==> src/mcps_pkg.sv <==
// Constants, offsets and types of the motor pin sequencer
package mcps_pkg;
   // Timing, counts derived from the core clock rate; MODE_WAIT_CYCLES is a fixed count
   localparam int CLK_HZ = 10_000_000;
   localparam int REF_HZ = 4_000_000;
   localparam int PUMP_MS = 100;
   localparam int PUMP_CYCLES_DEF = PUMP_MS * (CLK_HZ / 1000);
   localparam int TICK_MS = 1;
   localparam int TICK_CYCLES_DEF = TICK_MS * (CLK_HZ / 1000);
   localparam int PROBE_US = 10;
   localparam int PROBE_CYCLES = PROBE_US * (CLK_HZ / 1_000_000);
   localparam int STROBE_US = 50;
   localparam int STROBE_CYCLES = STROBE_US * (CLK_HZ / 1_000_000);
   localparam int MODE_WAIT_CYCLES = 4;
   // Register byte offsets
   localparam logic [7:0] OFS_CTRL = 8'h00;
   localparam logic [7:0] OFS_POL = 8'h04;
   localparam logic [7:0] OFS_DUTY_U = 8'h08;
   localparam logic [7:0] OFS_DUTY_W = 8'h10;
   localparam logic [7:0] OFS_RETRY = 8'h14;
   localparam logic [7:0] OFS_STATUS = 8'h18;
   // Field positions
   localparam int CTRL_RUN_BIT = 0;
   localparam int POL_HI_BIT = 0;
   localparam int POL_LO_BIT = 1;
   localparam int POL_60_BIT = 2;
   localparam int POL_LOCK_BIT = 8;
   // Reset values
   localparam logic [7:0] DUTY_RST = 8'h80;
   localparam logic [15:0] RETRY_RST = 16'h0005;
   typedef enum logic [1:0] {ST_MODE, ST_PROBE, ST_RUN} mcps_state_t;
endpackage

==> src/mcps_top.sv <==
// Pin sequencer, fault/retry timing and PWM stage of the motor controller
//
// Added by the designer: the APB slave port and the placing of the registers.
`timescale 1ns/1ps
`default_nettype none
module mcps_top import mcps_pkg::*; #(
   parameter int PUMP_CYCLES = PUMP_CYCLES_DEF,
   parameter int TICK_CYCLES = TICK_CYCLES_DEF
) (
   // Clock and reset
   input wire logic i_clock,
   input wire logic i_resetn,
   // Reset pin drive
   input wire logic i_internal_reset_req,
   output logic o_reset_out,
   output logic o_reset_oe,
   // APB slave
   input wire logic i_psel,
   input wire logic i_penable,
   input wire logic i_pwrite,
   input wire logic [7:0] i_paddr,
   input wire logic [31:0] i_pwdata,
   output logic o_pready,
   output logic [31:0] o_prdata,
   output logic o_pslverr,
   // Digital control inputs
   input wire logic i_polarity_basefreq_select,
   input wire logic i_fault_input,
   input wire logic i_direction_input,
   input wire logic i_start_input,
   input wire logic i_bus_over_threshold,
   // Probe pins: mux, speed, ramp rate, bus sense
   output logic [3:0] o_probe_out,
   output logic [3:0] o_probe_oe,
   // Strobe and serial pins
   input wire logic i_pwm_rate_strobe_rx,
   output logic o_pwm_rate_strobe_rx,
   output logic o_pwm_rate_strobe_rx_oe,
   output logic o_retry_strobe_tx,
   output logic o_deadtime_strobe_fault_out,
   input wire logic i_boost_strobe_mode_select,
   output logic o_boost_strobe_mode_select,
   output logic o_boost_strobe_mode_select_oe,
   // Host serial user side
   input wire logic i_host_txd,
   output logic o_host_rxd,
   // Brake and PWM stage
   output logic o_brake_resistor_drive,
   output logic o_phase_u_high_drive,
   output logic o_phase_u_low_drive,
   output logic o_phase_v_high_drive,
   output logic o_phase_v_low_drive,
   output logic o_phase_w_high_drive,
   output logic o_phase_w_low_drive,
   output logic o_pwm_oe
);
   generate
      if (PUMP_CYCLES < 1 || PUMP_CYCLES >= 2**20 || TICK_CYCLES < 1 || TICK_CYCLES >= 2**20)
      begin : g_bad_param
         $error("mcps_top: count parameter out of range");
      end
   endgenerate

   mcps_state_t state;
   logic [6:0] sync_a;
   logic [6:0] sync_b;
   logic standalone, pol_set, pol_hi, pol_lo, base60, ctrl_run;
   logic fault_q, run_q;
   logic [7:0] duty [3];
   logic [15:0] retry_ms, retry_cnt;
   logic [19:0] pump_cnt, tick_cnt, step_cnt;
   logic [1:0] probe_idx, strobe_idx;
   logic [7:0] pwm_cnt;
   logic [2:0] hi_pin, lo_pin;

   // Only the second stage is read
   wire logic fault_s = sync_b[0];
   wire logic sel_s = sync_b[1];
   wire logic mode_s = sync_b[2];
   wire logic dir_s = sync_b[3];
   wire logic start_s = sync_b[4];
   wire logic bus_s = sync_b[5];

   always_ff @(posedge i_clock or negedge i_resetn) begin
      if (!i_resetn) begin
         // Receive line idles high; no false start bit reaches the host after reset
         sync_a <= 7'h40;
         sync_b <= 7'h40;
      end else begin
         sync_a <= {i_pwm_rate_strobe_rx, i_bus_over_threshold, i_start_input,
                    i_direction_input, i_boost_strobe_mode_select,
                    i_polarity_basefreq_select, i_fault_input};
         sync_b <= sync_a;
      end
   end

   // Reset pin pulls the whole system down
   assign o_reset_out = 1'b0;
   assign o_reset_oe = i_internal_reset_req;

   // Startup sequencer
   wire logic [19:0] step_limit = (state == ST_MODE) ? 20'(MODE_WAIT_CYCLES - 1) :
                                  (state == ST_PROBE) ? 20'(PROBE_CYCLES - 1) :
                                  20'(STROBE_CYCLES - 1);
   wire logic step_last = (step_cnt == step_limit);
   wire logic probe_hit = (state == ST_PROBE) && step_last && sel_s;
   wire logic strobe_on = standalone && (state == ST_RUN);
   wire logic host_on = !standalone && (state == ST_RUN);
   wire logic [3:0] strobe_low = strobe_on ? (4'h1 << strobe_idx) : 4'h0;

   always_ff @(posedge i_clock or negedge i_resetn) begin
      if (!i_resetn) begin
         state <= ST_MODE;
         step_cnt <= 20'h00000;
         probe_idx <= 2'h0;
         strobe_idx <= 2'h0;
         standalone <= 1'b0;
      end else begin
         step_cnt <= step_last ? 20'h00000 : step_cnt + 20'h00001;
         unique case (state)
            ST_MODE: begin
               if (step_last) begin
                  standalone <= mode_s;
                  state <= mode_s ? ST_PROBE : ST_RUN;
               end
            end
            ST_PROBE: begin
               // No jumper found: keep cycling the four pins
               if (step_last && sel_s) begin
                  state <= ST_RUN;
               end else if (step_last) begin
                  probe_idx <= probe_idx + 2'h1;
               end
            end
            ST_RUN: begin
               if (step_last) begin
                  strobe_idx <= strobe_idx + 2'h1;
               end
            end
         endcase
      end
   end

   // APB decode
   wire logic apb_wr = i_psel && i_penable && i_pwrite;
   wire logic hit_ctrl = (i_paddr == OFS_CTRL);
   wire logic hit_pol = (i_paddr == OFS_POL);
   wire logic hit_duty = (i_paddr >= OFS_DUTY_U) && (i_paddr <= OFS_DUTY_W) &&
                         (i_paddr[1:0] == 2'h0);
   wire logic [7:0] duty_ofs = i_paddr - OFS_DUTY_U;
   wire logic [1:0] duty_idx = duty_ofs[3:2];
   wire logic hit_retry = (i_paddr == OFS_RETRY);
   wire logic hit_status = (i_paddr == OFS_STATUS);
   wire logic mapped = hit_ctrl || hit_pol || hit_duty || hit_retry || hit_status;
   wire logic pol_wr = apb_wr && hit_pol && host_on && !pol_set;

   // Release edge still counts as fault; the retry count loads one edge later
   wire logic fault_any = fault_s || fault_q || (retry_cnt != 16'h0000);
   wire logic pump_active = (pump_cnt != 20'h00000);
   wire logic run_cmd = (state == ST_RUN) && pol_set && (standalone ? start_s : ctrl_run);
   wire logic enable = run_cmd && !fault_any;
   // Start edge itself belongs to the pump, before the count is loaded
   wire logic pump_on = pump_active || (run_cmd && !run_q);

   wire logic [31:0] status_word = {22'h000000, state == ST_RUN, bus_s, start_s, dir_s,
                                    enable, pump_active, retry_cnt != 16'h0000,
                                    fault_s, pol_set, standalone};
   wire logic [31:0] pol_word = {23'h000000, pol_set, 5'h00, base60, pol_lo, pol_hi};
   wire logic [31:0] rdata = hit_ctrl ? {31'h00000000, ctrl_run} :
                             hit_pol ? pol_word :
                             hit_duty ? {24'h000000, duty[duty_idx]} :
                             hit_retry ? {16'h0000, retry_ms} :
                             hit_status ? status_word : 32'h00000000;

   assign o_pready = 1'b1;
   assign o_pslverr = i_psel && i_penable && !mapped;

   always_ff @(posedge i_clock or negedge i_resetn) begin
      if (!i_resetn) begin
         o_prdata <= 32'h00000000;
      end else if (i_psel && !i_penable) begin
         o_prdata <= rdata;
      end
   end

   always_ff @(posedge i_clock or negedge i_resetn) begin
      if (!i_resetn) begin
         ctrl_run <= 1'b0;
         retry_ms <= RETRY_RST;
         duty[0] <= DUTY_RST;
         duty[1] <= DUTY_RST;
         duty[2] <= DUTY_RST;
      end else if (apb_wr) begin
         if (hit_ctrl) begin
            ctrl_run <= i_pwdata[CTRL_RUN_BIT] && pol_set;
         end
         if (hit_retry) begin
            retry_ms <= i_pwdata[15:0];
         end
         if (hit_duty) begin
            duty[duty_idx] <= i_pwdata[7:0];
         end
      end
   end

   // Polarity: set once by probe or host, then locked until reset
   always_ff @(posedge i_clock or negedge i_resetn) begin
      if (!i_resetn) begin
         pol_set <= 1'b0;
         pol_hi <= 1'b0;
         pol_lo <= 1'b0;
         base60 <= 1'b0;
      end else if (probe_hit) begin
         pol_set <= 1'b1;
         pol_hi <= probe_idx[0];
         pol_lo <= probe_idx[0];
         base60 <= probe_idx[1];
      end else if (pol_wr) begin
         pol_set <= 1'b1;
         pol_hi <= i_pwdata[POL_HI_BIT];
         pol_lo <= i_pwdata[POL_LO_BIT];
         base60 <= i_pwdata[POL_60_BIT];
      end
   end

   // Pump-up on every start, retry countdown after fault release
   always_ff @(posedge i_clock or negedge i_resetn) begin
      if (!i_resetn) begin
         run_q <= 1'b0;
         fault_q <= 1'b0;
         pump_cnt <= 20'h00000;
         retry_cnt <= 16'h0000;
         tick_cnt <= 20'h00000;
      end else begin
         run_q <= run_cmd;
         fault_q <= fault_s;
         if (run_cmd && !run_q) begin
            pump_cnt <= 20'(PUMP_CYCLES);
         end else if (pump_active) begin
            pump_cnt <= pump_cnt - 20'h00001;
         end
         if (fault_q && !fault_s) begin
            retry_cnt <= retry_ms;
            tick_cnt <= 20'h00000;
         end else if (retry_cnt != 16'h0000) begin
            // Millisecond tick from the core clock rate
            if (tick_cnt == 20'(TICK_CYCLES - 1)) begin
               tick_cnt <= 20'h00000;
               retry_cnt <= retry_cnt - 16'h0001;
            end else begin
               tick_cnt <= tick_cnt + 20'h00001;
            end
         end
      end
   end

   // PWM stage; no dead-time insertion, the gate driver must provide it
   wire logic [7:0] duty_eff [3];
   assign duty_eff[0] = duty[0];
   assign duty_eff[1] = dir_s ? duty[1] : duty[2];
   assign duty_eff[2] = dir_s ? duty[2] : duty[1];
   wire logic [2:0] next_hi;
   wire logic [2:0] next_lo;
   genvar p;
   generate
      for (p = 0; p < 3; p++) begin : g_phase
         wire logic cmp = (pwm_cnt < duty_eff[p]);
         wire logic hi_on = enable && !pump_on && cmp;
         wire logic lo_on = enable && (pump_on ? pwm_cnt[7] : !cmp);
         assign next_hi[p] = hi_on ~^ pol_hi;
         assign next_lo[p] = lo_on ~^ pol_lo;
      end
   endgenerate

   always_ff @(posedge i_clock or negedge i_resetn) begin
      if (!i_resetn) begin
         pwm_cnt <= 8'h00;
         hi_pin <= 3'h0;
         lo_pin <= 3'h0;
         o_pwm_oe <= 1'b0;
      end else begin
         pwm_cnt <= pwm_cnt + 8'h01;
         hi_pin <= next_hi;
         lo_pin <= next_lo;
         o_pwm_oe <= pol_set && (state == ST_RUN);
      end
   end

   assign o_phase_u_high_drive = hi_pin[0];
   assign o_phase_v_high_drive = hi_pin[1];
   assign o_phase_w_high_drive = hi_pin[2];
   assign o_phase_u_low_drive = lo_pin[0];
   assign o_phase_v_low_drive = lo_pin[1];
   assign o_phase_w_low_drive = lo_pin[2];
   assign o_host_rxd = sync_b[6];

   // Strobe, serial, probe and brake pins
   always_ff @(posedge i_clock or negedge i_resetn) begin
      if (!i_resetn) begin
         o_probe_out <= 4'h0;
         o_probe_oe <= 4'h0;
         o_pwm_rate_strobe_rx <= 1'b1;
         o_pwm_rate_strobe_rx_oe <= 1'b0;
         o_retry_strobe_tx <= 1'b1;
         o_deadtime_strobe_fault_out <= 1'b1;
         o_boost_strobe_mode_select <= 1'b1;
         o_boost_strobe_mode_select_oe <= 1'b0;
         o_brake_resistor_drive <= 1'b0;
      end else begin
         o_probe_out <= 4'h1 << probe_idx;
         o_probe_oe <= (state == ST_PROBE) ? 4'hf : 4'h0;
         o_pwm_rate_strobe_rx <= !strobe_low[0];
         o_pwm_rate_strobe_rx_oe <= standalone;
         o_retry_strobe_tx <= host_on ? i_host_txd : !strobe_low[1];
         o_deadtime_strobe_fault_out <= host_on ? !fault_any : !strobe_low[2];
         o_boost_strobe_mode_select <= !strobe_low[3];
         o_boost_strobe_mode_select_oe <= standalone;
         o_brake_resistor_drive <= bus_s;
      end
   end
endmodule
`default_nettype wire

==> config.mk <==
export PLATFORM = sky130hd
export DESIGN_NAME = mcps_top
export DESIGN_NICKNAME = d
export VERILOG_FILES = /design/src/mcps_pkg.sv /design/src/mcps_top.sv
export SDC_FILE = /design/constraint.sdc
export NUM_CORES = 1
export LEC_CHECK = 0
export ABC_AREA = 1
export BUFFER_PORTS_ARGS = -buffer_cell sky130_fd_sc_hd__buf_4
export CAP_MARGIN = 30
export CORE_ASPECT_RATIO = 0.8
export CORE_UTILIZATION = 45
export CTS_BUF_LIST = sky130_fd_sc_hd__clkbuf_4 sky130_fd_sc_hd__clkbuf_8
export CTS_CLUSTER_DIAMETER = 120
export DETAILED_ROUTE_END_ITERATION = 7
export REMOVE_ABC_BUFFERS = 1
export SLEW_MARGIN = 20
export SYNTH_ARGS = -nofsm -noshare
export SYNTH_HDL_FRONTEND = slang
export SYNTH_SLANG_ARGS = --single-unit
==> constraint.sdc <==
create_clock -name i_clock -period 2.9 [get_ports i_clock]
set_clock_uncertainty 0.2 [all_clocks]
set_input_delay 0.29 -clock i_clock [delete_from_list [all_inputs] [get_ports i_clock]]
set_output_delay 0.29 -clock i_clock [all_outputs]
set_load 0.01 [all_outputs]
==> metrics.md <==
| Metric | Value |
|---|---|
| Final Hold Fails | 0 |
| Detailed Routing Iterations Pass 1 | 5 |
| CP endpoint kind | flop |
| Initial Util | around 46% |
| Met2 WL | ~11 mm |
| DIE AREA | 23500 µm² |
| Post-DR vias/cell | just over 5 |
| CP arrival | about 2.6 ns |
| Cells after Synth | approximately 1.3k |
| Leakage | a little under 0.006 µW |
| Seq/Total Area, Yosys | a little under half |
| Fin. max-slew vios | 0 |
| F_max | roughly 400 MHz |
| Most frequent cells in the layout | nand2_1, inv_1, dfrtp_1 |
| Netlist cell types | 48 |
| Hold Path Stages | 5 |
| Fraction of layout cells with a size suffix above 1 | 12.9% |
| Die Wd | 171 µm |
| # Post-CTS Setup Buffers | 0 |
| Std cell rows | slightly below 50 |
| Ports | 113 |
| Area of the core | around 22000 µm² |
| # setup viols final | 0 |
| Remaining Overflow, GRT | 0 |
| CTS clk-pin slew, worst paths | roughly 0.11 ns |
| Min-delay src | i_penable |
| Reg2reg end | lo_pin[1]$_DFF_PN0_ |
| Number of global-route vias before repair | approximately 8.0k |
| Unrepaired setup endpoints after global routing | no |
| H-tree levels | 4 |
| Tcrit/Tclk final | 84.6% |
| FF-to-FF path depth | 11 |
| Clock tree from TritonCTS | yes |
| Hold crit path type | in2reg |
| Initial antenna violation count | 0 |
| First DRT Iteration DRCs | roughly 750 |
| Die height | ~140 µm |
| Hold Path Sink | o_prdata[9]$_DFFE_PN0P_ |
| Asr flop ratio synth | 100% |
| Post-place setup slack | approximately 0.48 ns |
| Top FF cell, synth | dfrtp_1 |
| Max Used Layer | met4 |
| Clk root buf | clkbuf_8 |
| Clk buf depth | 2 |
| Reg2Reg Launch Point | pump_cnt[0]$_DFFE_PN0P_ |
| Clock Latency Late Sink | 0.49 ns |
| Worst Path Required | slightly above 3 ns |
| Commonest non-fill, non-tap cell in the layout | nand2_1 |
| Max Cap Viol | 0 |
| Global Route Usage Sum | 22.8% |
| PD cells | around 520 nW/µm² |
| Final core utilization | about 53% |
| WL met3 | 1.29 mm |
| DPL Wire Length | 18.7 mm |
| Via count | 8684 |
| Slew headroom | between 50% and 60% |
| Least-Margin Pin Slew | between 0.5 and 0.6 ns |
| First-pass GRT wire length | 41.3 mm |
| Routability congestion estimate | between 0.8 and 0.9 |
| DRT antenna net count | 0 |
| Crit-path max FO | 15 |
| Setup_tns | 0 ns |
| DRC violation count after routing | 0 |
| Crit Path Category | reg2reg |
| Largest net degree at the start of global routing | between 80 and 90 |
| WL per Instance | about 15 µm |
| Synth Cell Area | roughly 10000 µm² |
| Register bit total from synthesis | 186 |
| CTS buffer count | 17 |
| IO buf count | 76 |
| Fin crit period | around 2.5 ns |
| N_diodes | 0 |
| Setup crit start kind | flop |
| Wl on met1 | between 10 and 15 mm |
| Reg2Reg Setup Slack | around 0.45 ns |
| Outcome | finished, final reports clean |
| Post-synth EDFFs | 0 |
| Nets | 1489 |
| Warnings from Yosys | 0 |
| Area grow syn2layout | 14.6% |
| Total length of routed wires | about 25 mm |
| CTS Sinks | between 150 and 200 |
| Avg Cell Area, Syn | between 7 and 8 µm² |
| Worst IR Drop VDD | just under 0.3 mV |
| Final WS setup | roughly 0.45 ns |
[area by class of cell]
cell class,instances,area [µm²]
fillers,2170,10700
multi-input cells,898,4670
flip-flops and latches,186,4670
repair buffers,113,942
inverters,184,693
well taps,306,383
clock buffers,18,248
clock inverters,14,179
[critical path, stage by stage, from the launching register on]
cell     delay [ns]
dfrtp_1        0.43
inv_1          0.09
ha_1           0.23
nand2_1        0.14
nor2_4         0.19
nand4_2        0.43
nor2_1         0.23
nand3_1        0.10
nand2_1        0.14
nand2_1        0.06
nand2_1        0.06
nand2_1        0.05
[synth_stat cells, types with 13 or more instances]
master,n,area (µm²)
nand2_1,295,1110
inv_1,176,661
dfrtp_1,175,4380
nor2_1,118,443
o21ai_0,97,485
nand3_1,70,350
a21oi_1,50,250
nor3_1,36,180
ha_1,35,438
nand4_1,34,213
o21ai_1,29,145
buf_4,26,195
xor2_1,25,219
o21ai_2,13,114
[repair_timing]
action | CTS | global route
gates resized for setup | 0 | 0
hold buffers | 25 | 0
endpoints found under the hold margin | 225 | 0
[how the worst max path moves through the flow]
stage | end | cells past startpoint | slack (ns) | startpoint
finish | lo_pin[1]$_DFF_PN0_ | 11 | 0.45 | pump_cnt[0]$_DFFE_PN0P_
global route | lo_pin[1]$_DFF_PN0_ | 11 | 0.24 | pump_cnt[0]$_DFFE_PN0P_
global placement | lo_pin[2]$_DFF_PN0_ | 11 | 0.55 | pump_cnt[0]$_DFFE_PN0P_
floorplan | hi_pin[1]$_DFF_PN0_ | 10 | 0.70 | sync_b[3]$_DFF_PN0_
detailed placement | lo_pin[1]$_DFF_PN0_ | 11 | 0.48 | pump_cnt[0]$_DFFE_PN0P_
CTS | lo_pin[1]$_DFF_PN0_ | 11 | 0.45 | pump_cnt[0]$_DFFE_PN0P_
[through the flow]
| step | area [µm²] | cells | total power (µW) | hold slack, ns |
|---|---|---|---|---|
| floorplan | 10000 | 1268 | 3910 | -0.206 |
| global placement | 11100 | 1662 | 4300 | 0.0264 |
| detailed placement | 11100 | 1662 | 4320 | 0.0291 |
| CTS | 11800 | 1719 | 6210 | 0.0279 |
| global route | 11800 | 1719 | 6550 | 0.0366 |
| finish | 11800 | 1719 | 6150 | 0.0501 |
[kinds of logic (layout without fill, tap and decap cells)]
kind of cell,after synthesis,after routing,share of synthesized area (%)
buffers and inverters,228,329,9.75
DFF,186,186,45.4
adders and majority gates,35,35,4.26
AOI/OAI and AO/OA,222,222,12.1
xor gates and xnor gates,30,30,2.56
and+or+nand+nor,592,592,25.7
muxes,1,1,0.110
other,2,18,0.0730
[sequential cells by signal, summed over array words and instances (netlist names), 3 cells and up]
name / flops
lo_pin: 3
tick_cnt: 20
duty: 24
pwm_cnt: 8
retry_cnt: 16
step_cnt: 20
hi_pin: 3
sync_a: 7
retry_ms: 16
o_prdata: 16
pump_cnt: 20
sync_b: 7
o_probe_out: 4
[routing by layer]
layer	vias up	global-route usage, %
met2	189	34.3
li1	4396	-
met1	4081	33.1
met5	-	0
met4	0	6.10
met3	18	4.94
[power by group]
group | switching, µW | internal [µW]
clock network | 1090 | 755
logic | 819 | 465
registers | 202 | 2820
total | 2110 | 4040
Power figures use the tool's default switching activity.
